$ cat config.mk
export PLATFORM = sky130hd
export DESIGN_NAME = wk_wake_gate
export DESIGN_NICKNAME = d
export VERILOG_FILES = /design/src/wk_pkg.sv /design/src/wk_sticky.sv /design/src/wk_sync_edge.sv /design/src/wk_wake_gate.sv
export VERILOG_INCLUDE_DIRS = /design/src
export SDC_FILE = /design/constraint.sdc
export NUM_CORES = 1
export LEC_CHECK = 0
export BUFFER_PORTS_ARGS = -buffer_cell sky130_fd_sc_hd__buf_2
export CAP_MARGIN = 20
export CELL_PAD_IN_SITES_DETAIL_PLACEMENT = 0
export CELL_PAD_IN_SITES_GLOBAL_PLACEMENT = 1
export CORE_MARGIN = 4
export CORE_UTILIZATION = 40
export DETAILED_ROUTE_END_ITERATION = 10
export HOLD_SLACK_MARGIN = 0.1
export PLACE_DENSITY_LB_ADDON = 0.2
export SYNTH_ARGS = -nofsm -noshare
export SYNTH_HDL_FRONTEND = slang
export SYNTH_SLANG_ARGS = --single-unit
$ cat constraint.sdc
create_clock -name mclk -period 2 [get_ports mclk]
set_clock_uncertainty 0.05 [all_clocks]
set_input_delay 0.2 -clock mclk [delete_from_list [all_inputs] [get_ports mclk]]
set_output_delay 0.2 -clock mclk [all_outputs]
set_load 0.02 [all_outputs]
$ cat src/wk_map.svh
// Register map, field positions, reset values and widths of the wake gating block.
// Assumes inclusion by bare name from the block's package and modules.
`ifndef WK_MAP_SVH
`define WK_MAP_SVH

// =====================================================================
// Register indices (byte address is four times the index)
`define WK_IDX_STATUS_GPIO_GROUP1   6'h05
`define WK_IDX_STATUS_GPIO_GROUP2   6'h06
`define WK_IDX_ENABLE_GPIO_GROUP1   6'h0b
`define WK_IDX_ENABLE_GPIO_GROUP2   6'h0c
`define WK_IDX_CONTROL              6'h20
`define WK_IDX_IRQ_STATUS           6'h21
`define WK_IDX_IRQ_MASK             6'h22
`define WK_IDX_PIN_LEVEL            6'h23

// =====================================================================
// Field positions
`define WK_BIT_GROUPED_MGMT_IRQ     3
`define WK_BIT_GLOBAL_WAKE_ENABLE   0
`define WK_IRQ_NEW_STATUS           0
`define WK_IRQ_WAKE_ASSERTED        1
`define WK_IRQ_FOREIGN_WAKE         2
`define WK_PIN_DRIVING              0
`define WK_PIN_BUS_LEVEL            1

// =====================================================================
// Reset values
`define WK_RESET_ENABLE             8'h00
`define WK_RESET_STATUS             8'h00
`define WK_RESET_CONTROL            8'h00
`define WK_RESET_IRQ                3'h0
`define WK_RESET_RDATA              32'h0000_0000

// =====================================================================
// Widths
`define WK_REG_WIDTH                8
`define WK_IRQ_WIDTH                3

`endif

$ cat src/wk_pkg.sv
// Types shared by the wake gating block.
// Assumes wk_map.svh is on the include path.
`include "wk_map.svh"

package wk_pkg;

    // =====================================================================
    // Data types
    typedef logic [`WK_REG_WIDTH-1:0] wk_byte_type;
    typedef logic [`WK_IRQ_WIDTH-1:0] wk_irq_type;

    // Register selected by the current bus address
    typedef enum logic [2:0] {
        WK_SEL_NONE,
        WK_SEL_STATUS1,
        WK_SEL_STATUS2,
        WK_SEL_ENABLE1,
        WK_SEL_ENABLE2,
        WK_SEL_CONTROL,
        WK_SEL_IRQ_STATUS,
        WK_SEL_IRQ_MASK
    } wk_sel_type;

endpackage

$ cat src/wk_sticky.sv
// Sticky flag register: hardware sets, software clears by mask.
// Assumes set and clear come from logic on mclk.
`timescale 1ns/1ps

module wk_sticky #(
    parameter int WIDTH = 8
) (
    // Clock and reset
    input  wire logic             mclk,
    input  wire logic             srst,
    // Set and clear
    input  wire logic [WIDTH-1:0] setBits,
    input  wire logic [WIDTH-1:0] clearBits,
    output logic      [WIDTH-1:0] flags
);

    logic [WIDTH-1:0] next_flags;

    // Set is applied after clear so a same-cycle event is never lost
    assign next_flags = (flags & ~clearBits) | setBits;

    // =====================================================================
    // Flag storage
    always_ff @(posedge mclk)
    begin
        if (srst)
            flags <= '0;
        else
            flags <= next_flags;
    end

endmodule

$ cat src/wk_sync_edge.sv
// Two-flop synchroniser with rising-edge detect for a group of pin inputs.
// Assumes pins are asynchronous to mclk; edges shorter than a cycle may be missed.
`timescale 1ns/1ps

module wk_sync_edge #(
    parameter int WIDTH = 8
) (
    // Clock and reset
    input  wire logic             mclk,
    input  wire logic             srst,
    // Pins and results
    input  wire logic [WIDTH-1:0] pinIn,
    output logic      [WIDTH-1:0] level,
    output logic      [WIDTH-1:0] rise
);

    logic [WIDTH-1:0] meta;
    logic [WIDTH-1:0] prev;

    // =====================================================================
    // Synchroniser; the first stage feeds only the second
    always_ff @(posedge mclk)
    begin
        if (srst)
        begin
            meta  <= '0;
            level <= '0;
            prev  <= '0;
        end
        else
        begin
            meta  <= pinIn;
            level <= meta;
            prev  <= level;
        end
    end

    // Edge detect on the settled stage only
    assign rise = level & ~prev;

endmodule

$ cat src/wk_wake_gate.sv
// Wake event gating: status capture, per-source enables, global enable,
// open-drain wake output, APB register slave and a maskable interrupt.
// Assumes srst is the standby-supply power-on reset and that other resets
// reach only the otherReset input; pins arrive asynchronously to mclk.
//
// Operation
// (RULE1) Wake output asserts low when source enable, status and global enable are one.
// (RULE2) Disabled source still records status but never drives the wake output.
// (RULE3) Enable register 0x0B bits 0..7 gate pins ten through seventeen.
// (RULE4) Bit 3 of enable register 0x0C gates the grouped management interrupt.
// (RULE5) Other 0x0C bits gate pins 20,21,22,24,25,26,27 on bits 0,1,2,4..7.
// (RULE6) Enable registers reset to zero only on standby power-on reset.
// (RULE7) Status bit sets on a source wake event regardless of any enable.
// (RULE8) Writing one clears a status bit; writing zero leaves it alone.
// (RULE9) Wake output is the OR of all gated sources across both registers.
//
// The APB slave port was chosen for this implementation.
`timescale 1ns/1ps
`include "wk_map.svh"

module wk_wake_gate (
    // Clock and standby power-on reset
    input  wire logic        mclk,
    input  wire logic        srst,
    // Main-supply, soft and hard reset, merged; leaves the wake state alone
    input  wire logic        otherReset,
    // APB slave
    input  wire logic [7:0]  paddr,
    input  wire logic        psel,
    input  wire logic        penable,
    input  wire logic        pwrite,
    input  wire logic [31:0] pwdata,
    input  wire logic [3:0]  pstrb,
    output logic      [31:0] prdata,
    output logic             pready,
    output logic             pslverr,
    // Wake sources (pins ten..seventeen; pins twenty..twenty_seven with
    // the grouped management interrupt on bit 3)
    input  wire logic [7:0]  gpioWakeGroup1,
    input  wire logic [7:0]  gpioWakeGroup2,
    // Open-drain wake line
    input  wire logic        wakeOutNIn,
    output logic             wakeOutNOut,
    output logic             wakeOutNOeN,
    // Interrupt
    output logic             irq
);

    // =====================================================================
    // Declarations
    wk_pkg::wk_byte_type wakeEnableGpioGroup1;
    wk_pkg::wk_byte_type wakeEnableGpioGroup2;
    wk_pkg::wk_byte_type controlReg;
    wk_pkg::wk_irq_type  irqMask;
    wk_pkg::wk_byte_type wakeStatus1;
    wk_pkg::wk_byte_type wakeStatus2;
    wk_pkg::wk_irq_type  irqStatus;
    wk_pkg::wk_sel_type  regSel;

    logic [7:0]  pinLevel1;
    logic [7:0]  pinLevel2;
    logic [7:0]  pinRise1;
    logic [7:0]  pinRise2;
    logic [0:0]  busLevel;
    logic [0:0]  busRiseUnused;

    logic [5:0]  regIndex;
    logic        setupPhase;
    logic        accessDone;
    logic        writeFire;
    logic        readFire;
    logic        laneZero;
    logic        unmapped;
    logic        pinLevelSel;
    logic [31:0] readMux;
    logic        next_pready;

    logic [7:0]  gated1;
    logic [7:0]  gated2;
    logic        globalWakeEnable;
    logic        anyGated;
    logic        wakeActive;
    logic        wakeActiveLast;

    logic [7:0]  status1Clear;
    logic [7:0]  status2Clear;
    logic [2:0]  irqSet;
    logic [2:0]  irqClear;
    logic        next_irq;

    // Our own release, delayed to line up with the synchronised line level
    logic        releasedD1;
    logic        releasedD2;
    logic        releasedSettled;

    // =====================================================================
    // Pin synchronisers
    // Wake sources are edge events; a level held high sets the flag once
    wk_sync_edge #(
        .WIDTH (8)
    ) u_sync_group1 (
        .mclk  (mclk),
        .srst  (srst),
        .pinIn (gpioWakeGroup1),
        .level (pinLevel1),
        .rise  (pinRise1)
    );

    wk_sync_edge #(
        .WIDTH (8)
    ) u_sync_group2 (
        .mclk  (mclk),
        .srst  (srst),
        .pinIn (gpioWakeGroup2),
        .level (pinLevel2),
        .rise  (pinRise2)
    );

    // The wake line is shared; sample it to see other devices pulling it
    wk_sync_edge #(
        .WIDTH (1)
    ) u_sync_bus (
        .mclk  (mclk),
        .srst  (srst),
        .pinIn (wakeOutNIn),
        .level (busLevel),
        .rise  (busRiseUnused)
    );

    // =====================================================================
    // APB decode
    // Printed offsets are indices; word addresses are index times four
    assign regIndex    = paddr[7:2];
    assign setupPhase  = psel & ~penable;
    assign accessDone  = psel & penable & pready;
    assign writeFire   = accessDone & pwrite;
    assign readFire    = accessDone & ~pwrite;
    assign laneZero    = writeFire & pstrb[0];
    assign next_pready = psel & penable & ~pready;  // One wait state

    // Address to register select
    assign regSel = (regIndex == `WK_IDX_STATUS_GPIO_GROUP1) ? wk_pkg::WK_SEL_STATUS1 :
                    (regIndex == `WK_IDX_STATUS_GPIO_GROUP2) ? wk_pkg::WK_SEL_STATUS2 :
                    (regIndex == `WK_IDX_ENABLE_GPIO_GROUP1) ? wk_pkg::WK_SEL_ENABLE1 :
                    (regIndex == `WK_IDX_ENABLE_GPIO_GROUP2) ? wk_pkg::WK_SEL_ENABLE2 :
                    (regIndex == `WK_IDX_CONTROL)            ? wk_pkg::WK_SEL_CONTROL :
                    (regIndex == `WK_IDX_IRQ_STATUS)         ? wk_pkg::WK_SEL_IRQ_STATUS :
                    (regIndex == `WK_IDX_IRQ_MASK)           ? wk_pkg::WK_SEL_IRQ_MASK :
                                                               wk_pkg::WK_SEL_NONE;

    // The pin level register is read-only and sits outside the select enum
    assign pinLevelSel = (regIndex == `WK_IDX_PIN_LEVEL);
    assign unmapped    = (regSel == wk_pkg::WK_SEL_NONE) & ~pinLevelSel;

    // =====================================================================
    // Read data selection; narrow registers sit in the low bits
    always_comb
    begin
        readMux = `WK_RESET_RDATA;
        case (regSel)
            wk_pkg::WK_SEL_STATUS1:    readMux[7:0] = wakeStatus1;
            wk_pkg::WK_SEL_STATUS2:    readMux[7:0] = wakeStatus2;
            wk_pkg::WK_SEL_ENABLE1:    readMux[7:0] = wakeEnableGpioGroup1;
            wk_pkg::WK_SEL_ENABLE2:    readMux[7:0] = wakeEnableGpioGroup2;
            wk_pkg::WK_SEL_CONTROL:    readMux[7:0] = controlReg;
            wk_pkg::WK_SEL_IRQ_STATUS: readMux[2:0] = irqStatus;
            wk_pkg::WK_SEL_IRQ_MASK:   readMux[2:0] = irqMask;
            default:
            begin
                if (pinLevelSel)
                begin
                    readMux[`WK_PIN_DRIVING]   = wakeActive;
                    readMux[`WK_PIN_BUS_LEVEL] = busLevel[0];
                end
            end
        endcase
    end

    // =====================================================================
    // Bus answer; data is caught in setup so it stands through the access
    always_ff @(posedge mclk)
    begin
        if (srst)
        begin
            pready  <= 1'b0;
            prdata  <= `WK_RESET_RDATA;
            pslverr <= 1'b0;
        end
        else
        begin
            pready <= next_pready;
            if (setupPhase)
            begin
                prdata  <= pwrite ? `WK_RESET_RDATA : readMux;
                pslverr <= unmapped;
            end
        end
    end

    // =====================================================================
    // Enable registers; only the standby reset clears them
    // otherReset is deliberately not looked at here
    always_ff @(posedge mclk)
    begin
        if (srst)
        begin
            wakeEnableGpioGroup1 <= `WK_RESET_ENABLE;      // [RULE6]
            wakeEnableGpioGroup2 <= `WK_RESET_ENABLE;      // [RULE6]
            controlReg           <= `WK_RESET_CONTROL;
        end
        else if (laneZero)
        begin
            if (regSel == wk_pkg::WK_SEL_ENABLE1)
                wakeEnableGpioGroup1 <= pwdata[7:0];       // [RULE3]
            if (regSel == wk_pkg::WK_SEL_ENABLE2)
                wakeEnableGpioGroup2 <= pwdata[7:0];       // [RULE4] [RULE5]
            if (regSel == wk_pkg::WK_SEL_CONTROL)
                controlReg <= pwdata[7:0];
        end
    end

    assign globalWakeEnable = controlReg[`WK_BIT_GLOBAL_WAKE_ENABLE];

    // =====================================================================
    // Wake status; set by source edges, cleared by writing ones
    // Clears come from lane zero only, so a write without lane zero cannot clear them
    assign status1Clear = (laneZero && regSel == wk_pkg::WK_SEL_STATUS1) ? pwdata[7:0] : 8'h00; // [RULE8]
    assign status2Clear = (laneZero && regSel == wk_pkg::WK_SEL_STATUS2) ? pwdata[7:0] : 8'h00; // [RULE8]

    // Status capture ignores both the per-source and global enables
    wk_sticky #(
        .WIDTH (8)
    ) u_status_group1 (
        .mclk      (mclk),
        .srst      (srst),
        .setBits   (pinRise1),                             // [RULE7]
        .clearBits (status1Clear),
        .flags     (wakeStatus1)
    );

    wk_sticky #(
        .WIDTH (8)
    ) u_status_group2 (
        .mclk      (mclk),
        .srst      (srst),
        .setBits   (pinRise2),                             // [RULE7]
        .clearBits (status2Clear),
        .flags     (wakeStatus2)
    );

    // =====================================================================
    // Gating: each bit needs its enable, its status and the global enable
    // Bit order matches the status layout, so gating is a plain AND
    assign gated1   = wakeEnableGpioGroup1 & wakeStatus1;   // [RULE1] [RULE2] [RULE3]
    assign gated2   = wakeEnableGpioGroup2 & wakeStatus2;   // [RULE1] [RULE2] [RULE4] [RULE5]
    assign anyGated = (|gated1) | (|gated2);                // [RULE9]
    assign wakeActive = anyGated & globalWakeEnable;         // [RULE1]

    // =====================================================================
    // Open-drain wake line; drive value is always low, enable does the work
    // Registered so the pad sees no decode glitches
    always_ff @(posedge mclk)
    begin
        if (srst)
        begin
            wakeOutNOut    <= 1'b0;
            wakeOutNOeN    <= 1'b1;
            wakeActiveLast <= 1'b0;
        end
        else
        begin
            wakeOutNOut    <= 1'b0;
            wakeOutNOeN    <= ~wakeActive;                  // [RULE1] [RULE9]
            wakeActiveLast <= wakeActive;
        end
    end

    // =====================================================================
    // Release history of our own drive
    // The line sample lags the pad by the synchroniser depth, so without
    // this our own release would look like a foreign pull for two cycles.
    // Reset to zero as well: the synchronised line level starts low after
    // reset while the pull-up holds the real line high.
    always_ff @(posedge mclk)
    begin
        if (srst)
        begin
            releasedD1 <= 1'b0;
            releasedD2 <= 1'b0;
        end
        else
        begin
            releasedD1 <= wakeOutNOeN;
            releasedD2 <= releasedD1;
        end
    end

    // Released now and for the two samples the synchroniser still holds
    assign releasedSettled = wakeOutNOeN & releasedD1 & releasedD2;

    // =====================================================================
    // Interrupt events
    // New status from any source, our wake assertion, or another device
    // pulling the shared line while we leave it released
    assign irqSet[`WK_IRQ_NEW_STATUS]   = (|pinRise1) | (|pinRise2);
    assign irqSet[`WK_IRQ_WAKE_ASSERTED] = wakeActive & ~wakeActiveLast;
    assign irqSet[`WK_IRQ_FOREIGN_WAKE] = ~busLevel[0] & releasedSettled;

    // A read clears only the bits it returned, so later events survive
    assign irqClear = otherReset ? 3'h7 :
                      (readFire && regSel == wk_pkg::WK_SEL_IRQ_STATUS) ? prdata[2:0] : 3'h0;

    wk_sticky #(
        .WIDTH (3)
    ) u_irq_status (
        .mclk      (mclk),
        .srst      (srst),
        .setBits   (irqSet),
        .clearBits (irqClear),
        .flags     (irqStatus)
    );

    // =====================================================================
    // Interrupt mask; also cleared by the merged main-supply reset
    always_ff @(posedge mclk)
    begin
        if (srst)
            irqMask <= `WK_RESET_IRQ;
        else if (otherReset)
            irqMask <= `WK_RESET_IRQ;
        else if (laneZero && regSel == wk_pkg::WK_SEL_IRQ_MASK)
            irqMask <= pwdata[2:0];
    end

    // Level interrupt, high while any unmasked flag stands
    assign next_irq = |(irqStatus & irqMask);

    always_ff @(posedge mclk)
    begin
        if (srst)
            irq <= 1'b0;
        else
            irq <= next_irq;
    end

endmodule

==> results.sh <==
export IMPL_outcome="finished clean"
export IMPL_p_switching_mw=1.13
export IMPL_drc=0
export IMPL_ys_warn_count=0
export IMPL_postSynth_asyncResetShare=0
export IMPL_drt_total_wl_um=10800
export IMPL_yosysTopAreaCell="dfxtp_1"
export IMPL_critPathMaxFanout=9
export IMPL_port_buffers=49
export IMPL_ioPinCount=104
export IMPL_hold_viol=0
export IMPL_finalNetCount=628
export IMPL_drtAntennaViolNets=0
export IMPL_post_route_min_period_ns=1.75
export IMPL_netlist_cell_type_count=53
export IMPL_die_y_um=114
export IMPL_grt_pass1_wl_um=17300
export IMPL_combPwrFrac=0.084
export IMPL_path_clk_slew_ns=0.12
export IMPL_die_width_um=114
export IMPL_crit_start="psel"
export IMPL_ys_ff_latch=111
export IMPL_synth_edff_count=0
export IMPL_cp_num_buf_inv=3
export IMPL_antenna_found_initial=0
export IMPL_cp_common_cell="nand2_1"
export IMPL_gp_congestion=0.859
export IMPL_crit_slowest_cell="dlygate4sd3_1"
export IMPL_synth_area_mm2=0.00446
export IMPL_max_stage_delay_ns=0.52
export IMPL_synth_top_flop_cell="dfxtp_1"
export IMPL_power_density_mw_per_mm2=753
export IMPL_fmax_ghz=0.573
export IMPL_critPathRequiredTime_ns=2.21
export IMPL_start_util=0.410
export IMPL_drt_met1_wl_um=4820
export IMPL_hold_path_class="primary input to register"
export IMPL_core_mm2=0.0109
export IMPL_maxCapViolations=0
export IMPL_startpoint_type="primary input"
export IMPL_placementRows=38
export IMPL_dr_pass1_iters=5
export IMPL_cts_root_buf="clkbuf_8"
export IMPL_grt_usage=0.171
export IMPL_place_area_mm2=0.00491
export IMPL_cts_tree="done"
export IMPL_irDropWorstVdd_v=0.000460
export IMPL_clockPowerShare=0.350
export IMPL_ys_seq_area_frac=0.498
export IMPL_switching_share=0.277
export IMPL_dp_cells=662
export IMPL_synthCells=470
export IMPL_viasPerCell=4.91
export IMPL_wl_met3_um=505
export IMPL_insertedDiodeCount=0
export IMPL_clockBufferDepth=2
export IMPL_place_hpwl_um=7650
export IMPL_vias=3467
export IMPL_arrival_ns=1.95
export IMPL_yosysTopAreaCellShare=0.498
export IMPL_cts_buffers=9
export IMPL_slew_violations=0
export IMPL_criticalPathCategory="primary input to register"
export IMPL_cts_sink_count=111
export IMPL_p_int_mw=2.95
export IMPL_final_area_mm2=0.00541
export IMPL_stdcell_count=706
export IMPL_clk_latency_ns=0.38
export IMPL_finalSetupViolCount=0
export IMPL_routed_top_layer="met4"
export IMPL_power_mw=4.08
export IMPL_utilization=0.497
export IMPL_drive_gt1_frac=0.180
export IMPL_wl_met2_um=5180
export IMPL_area_delta_synth_final_pct=21.4
export IMPL_cts_max_level=3
export IMPL_p_leak_nw=2.03
export IMPL_cts_resized_gates=0
export IMPL_endpoint_kind="register"
export IMPL_wl_per_cell_um=15.2
export IMPL_min_period_over_period=0.873
export IMPL_syn_area_per_cell_um2=9.49
export IMPL_cpLargestDelayFamily="buffers and inverters"
export IMPL_p_seq_frac=0.566
export IMPL_timing_hold_ws_ns=0.135
export IMPL_ys_top_cells_by_area="dfxtp_1, nor2b_1, mux2i_1, nand2_1, buf_4"
export IMPL_grt_pass1_vias=3386
export IMPL_die_area_mm2=0.0129
export IMPL_worstPathCellList="dlygate4sd3_1, buf_2, nand3_1, nor2_1, buf_4, nand2_1, nand2_1, a21oi_1"
export IMPL_grt_max_degree=53
export IMPL_rsz0062_at_grt="false"
export IMPL_reg2reg_from="pready"
export IMPL_hp_start="pwrite"
export IMPL_grt_overflow=0
export IMPL_drt_initial_drc_count=207
[path summary, 6_finish.rpt]
kind / depth (start not counted) / to / slack (ns)
max: 8 / controlReg[1] / 0.25
min: 4 / prdata[0] / 0.14
max reg2reg: 6 / controlReg[1] / 0.32
min reg2reg: 1 / u_sync_group1.level[5] / 0.39
[repair_timing]
| action | CTS | global route |
|---|---|---|
| hold buffers | 28 | 0 |
| buffers inserted | 0 | 0 |
| endpoints found under the hold margin | 36 | 0 |
[logic make-up (layout without fill, tap and decap cells)]
group,Yosys count,after routing,synth area share
and+or+nand+nor,211,211,0.262
DFF,111,111,0.498
AOI/OAI and AO/OA,72,72,0.119
buffers and inverters,51,123,0.0659
muxes,22,22,0.0494
xor gates and xnor gates,2,2,0.00393
other,1,25,0.000841
[per-stage QoR]
step	TNS, ns	setup slack, ns
2_1_floorplan	0	0.121
3_3_place_gp	0	0.00726
3_5_place_dp	-0.195	-0.0359
4_1_cts	0	0.268
5_1_grt	0	0.0773
6_report	0	0.253
[cell usage after synthesis, types with 2 or more instances]
master	instances
nor2_1	37
dfxtp_1	111
nand2b_1	11
o2bb2ai_1	2
buf_1	3
nand3_1	11
and3_1	6
buf_4	26
a221oi_2	4
a22o_1	5
inv_1	4
nor4_1	4
nand3b_1	6
clkbuf_1	14
and4_1	2
mux2i_1	22
a31oi_1	2
buf_2	4
a21oi_1	27
nor2b_1	58
nor3_1	4
nor4_4	2
nand4b_1	2
a222oi_1	3
nor3b_1	2
a22oi_1	11
a2bb2oi_1	3
and2_1	2
nand2_1	53
a221oi_1	6
[per-layer routing]
layer  up-vias  GRT usage
met5         -          0
met4         0     0.0585
li1       1755          -
met1      1606      0.217
met3        21     0.0329
met2        85      0.290
[power groups by stage]
stage | Combinational, mW | Sequential [mW] | Clock [mW]
after floorplan | 0.228 | 2.35 | 0
after global placement | 0.300 | 2.36 | 0
after detailed placement | 0.304 | 2.36 | 0
after CTS | 0.346 | 2.31 | 1.49
after global routing | 0.384 | 2.31 | 1.55
final | 0.344 | 2.31 | 1.43
[final cells by class]
cell class / instances / area, um2
Clock inverter: 7 / 93.8
Multi-Input combinational cell: 332 / 2030
Inverter: 4 / 15.0
Timing Repair Buffer: 103 / 748
Sequential cell: 111 / 2220
Clock buffer: 9 / 124
Fill cell: 1073 / 5480
Tap cell: 140 / 175
[placed cells by master (no fill, tap or decap), types with 3 or more instances in the layout]
master,n
dlygate4sd3_1,28
a221oi_2,4
nor2b_1,58
buf_4,25
nand2_1,53
a22oi_1,11
nor2_1,37
a22o_1,5
conb_1,25
nor3_1,4
nand3_1,11
a222oi_1,3
clkbuf_8,9
nand2b_1,11
nor4_1,4
buf_2,48
a2bb2oi_1,3
a21oi_1,27
inv_1,4
nand3b_1,6
mux2i_1,22
a221oi_1,6
and3_1,6
dfxtp_1,111
[tightest hold or removal path, stage by stage]
cell and delay [ns]:
buf_2 0.11, nor2_1 0.07, nand2_1 0.08, a31oi_1 0.07
Note: power is estimated with default switching activity, not from simulation.
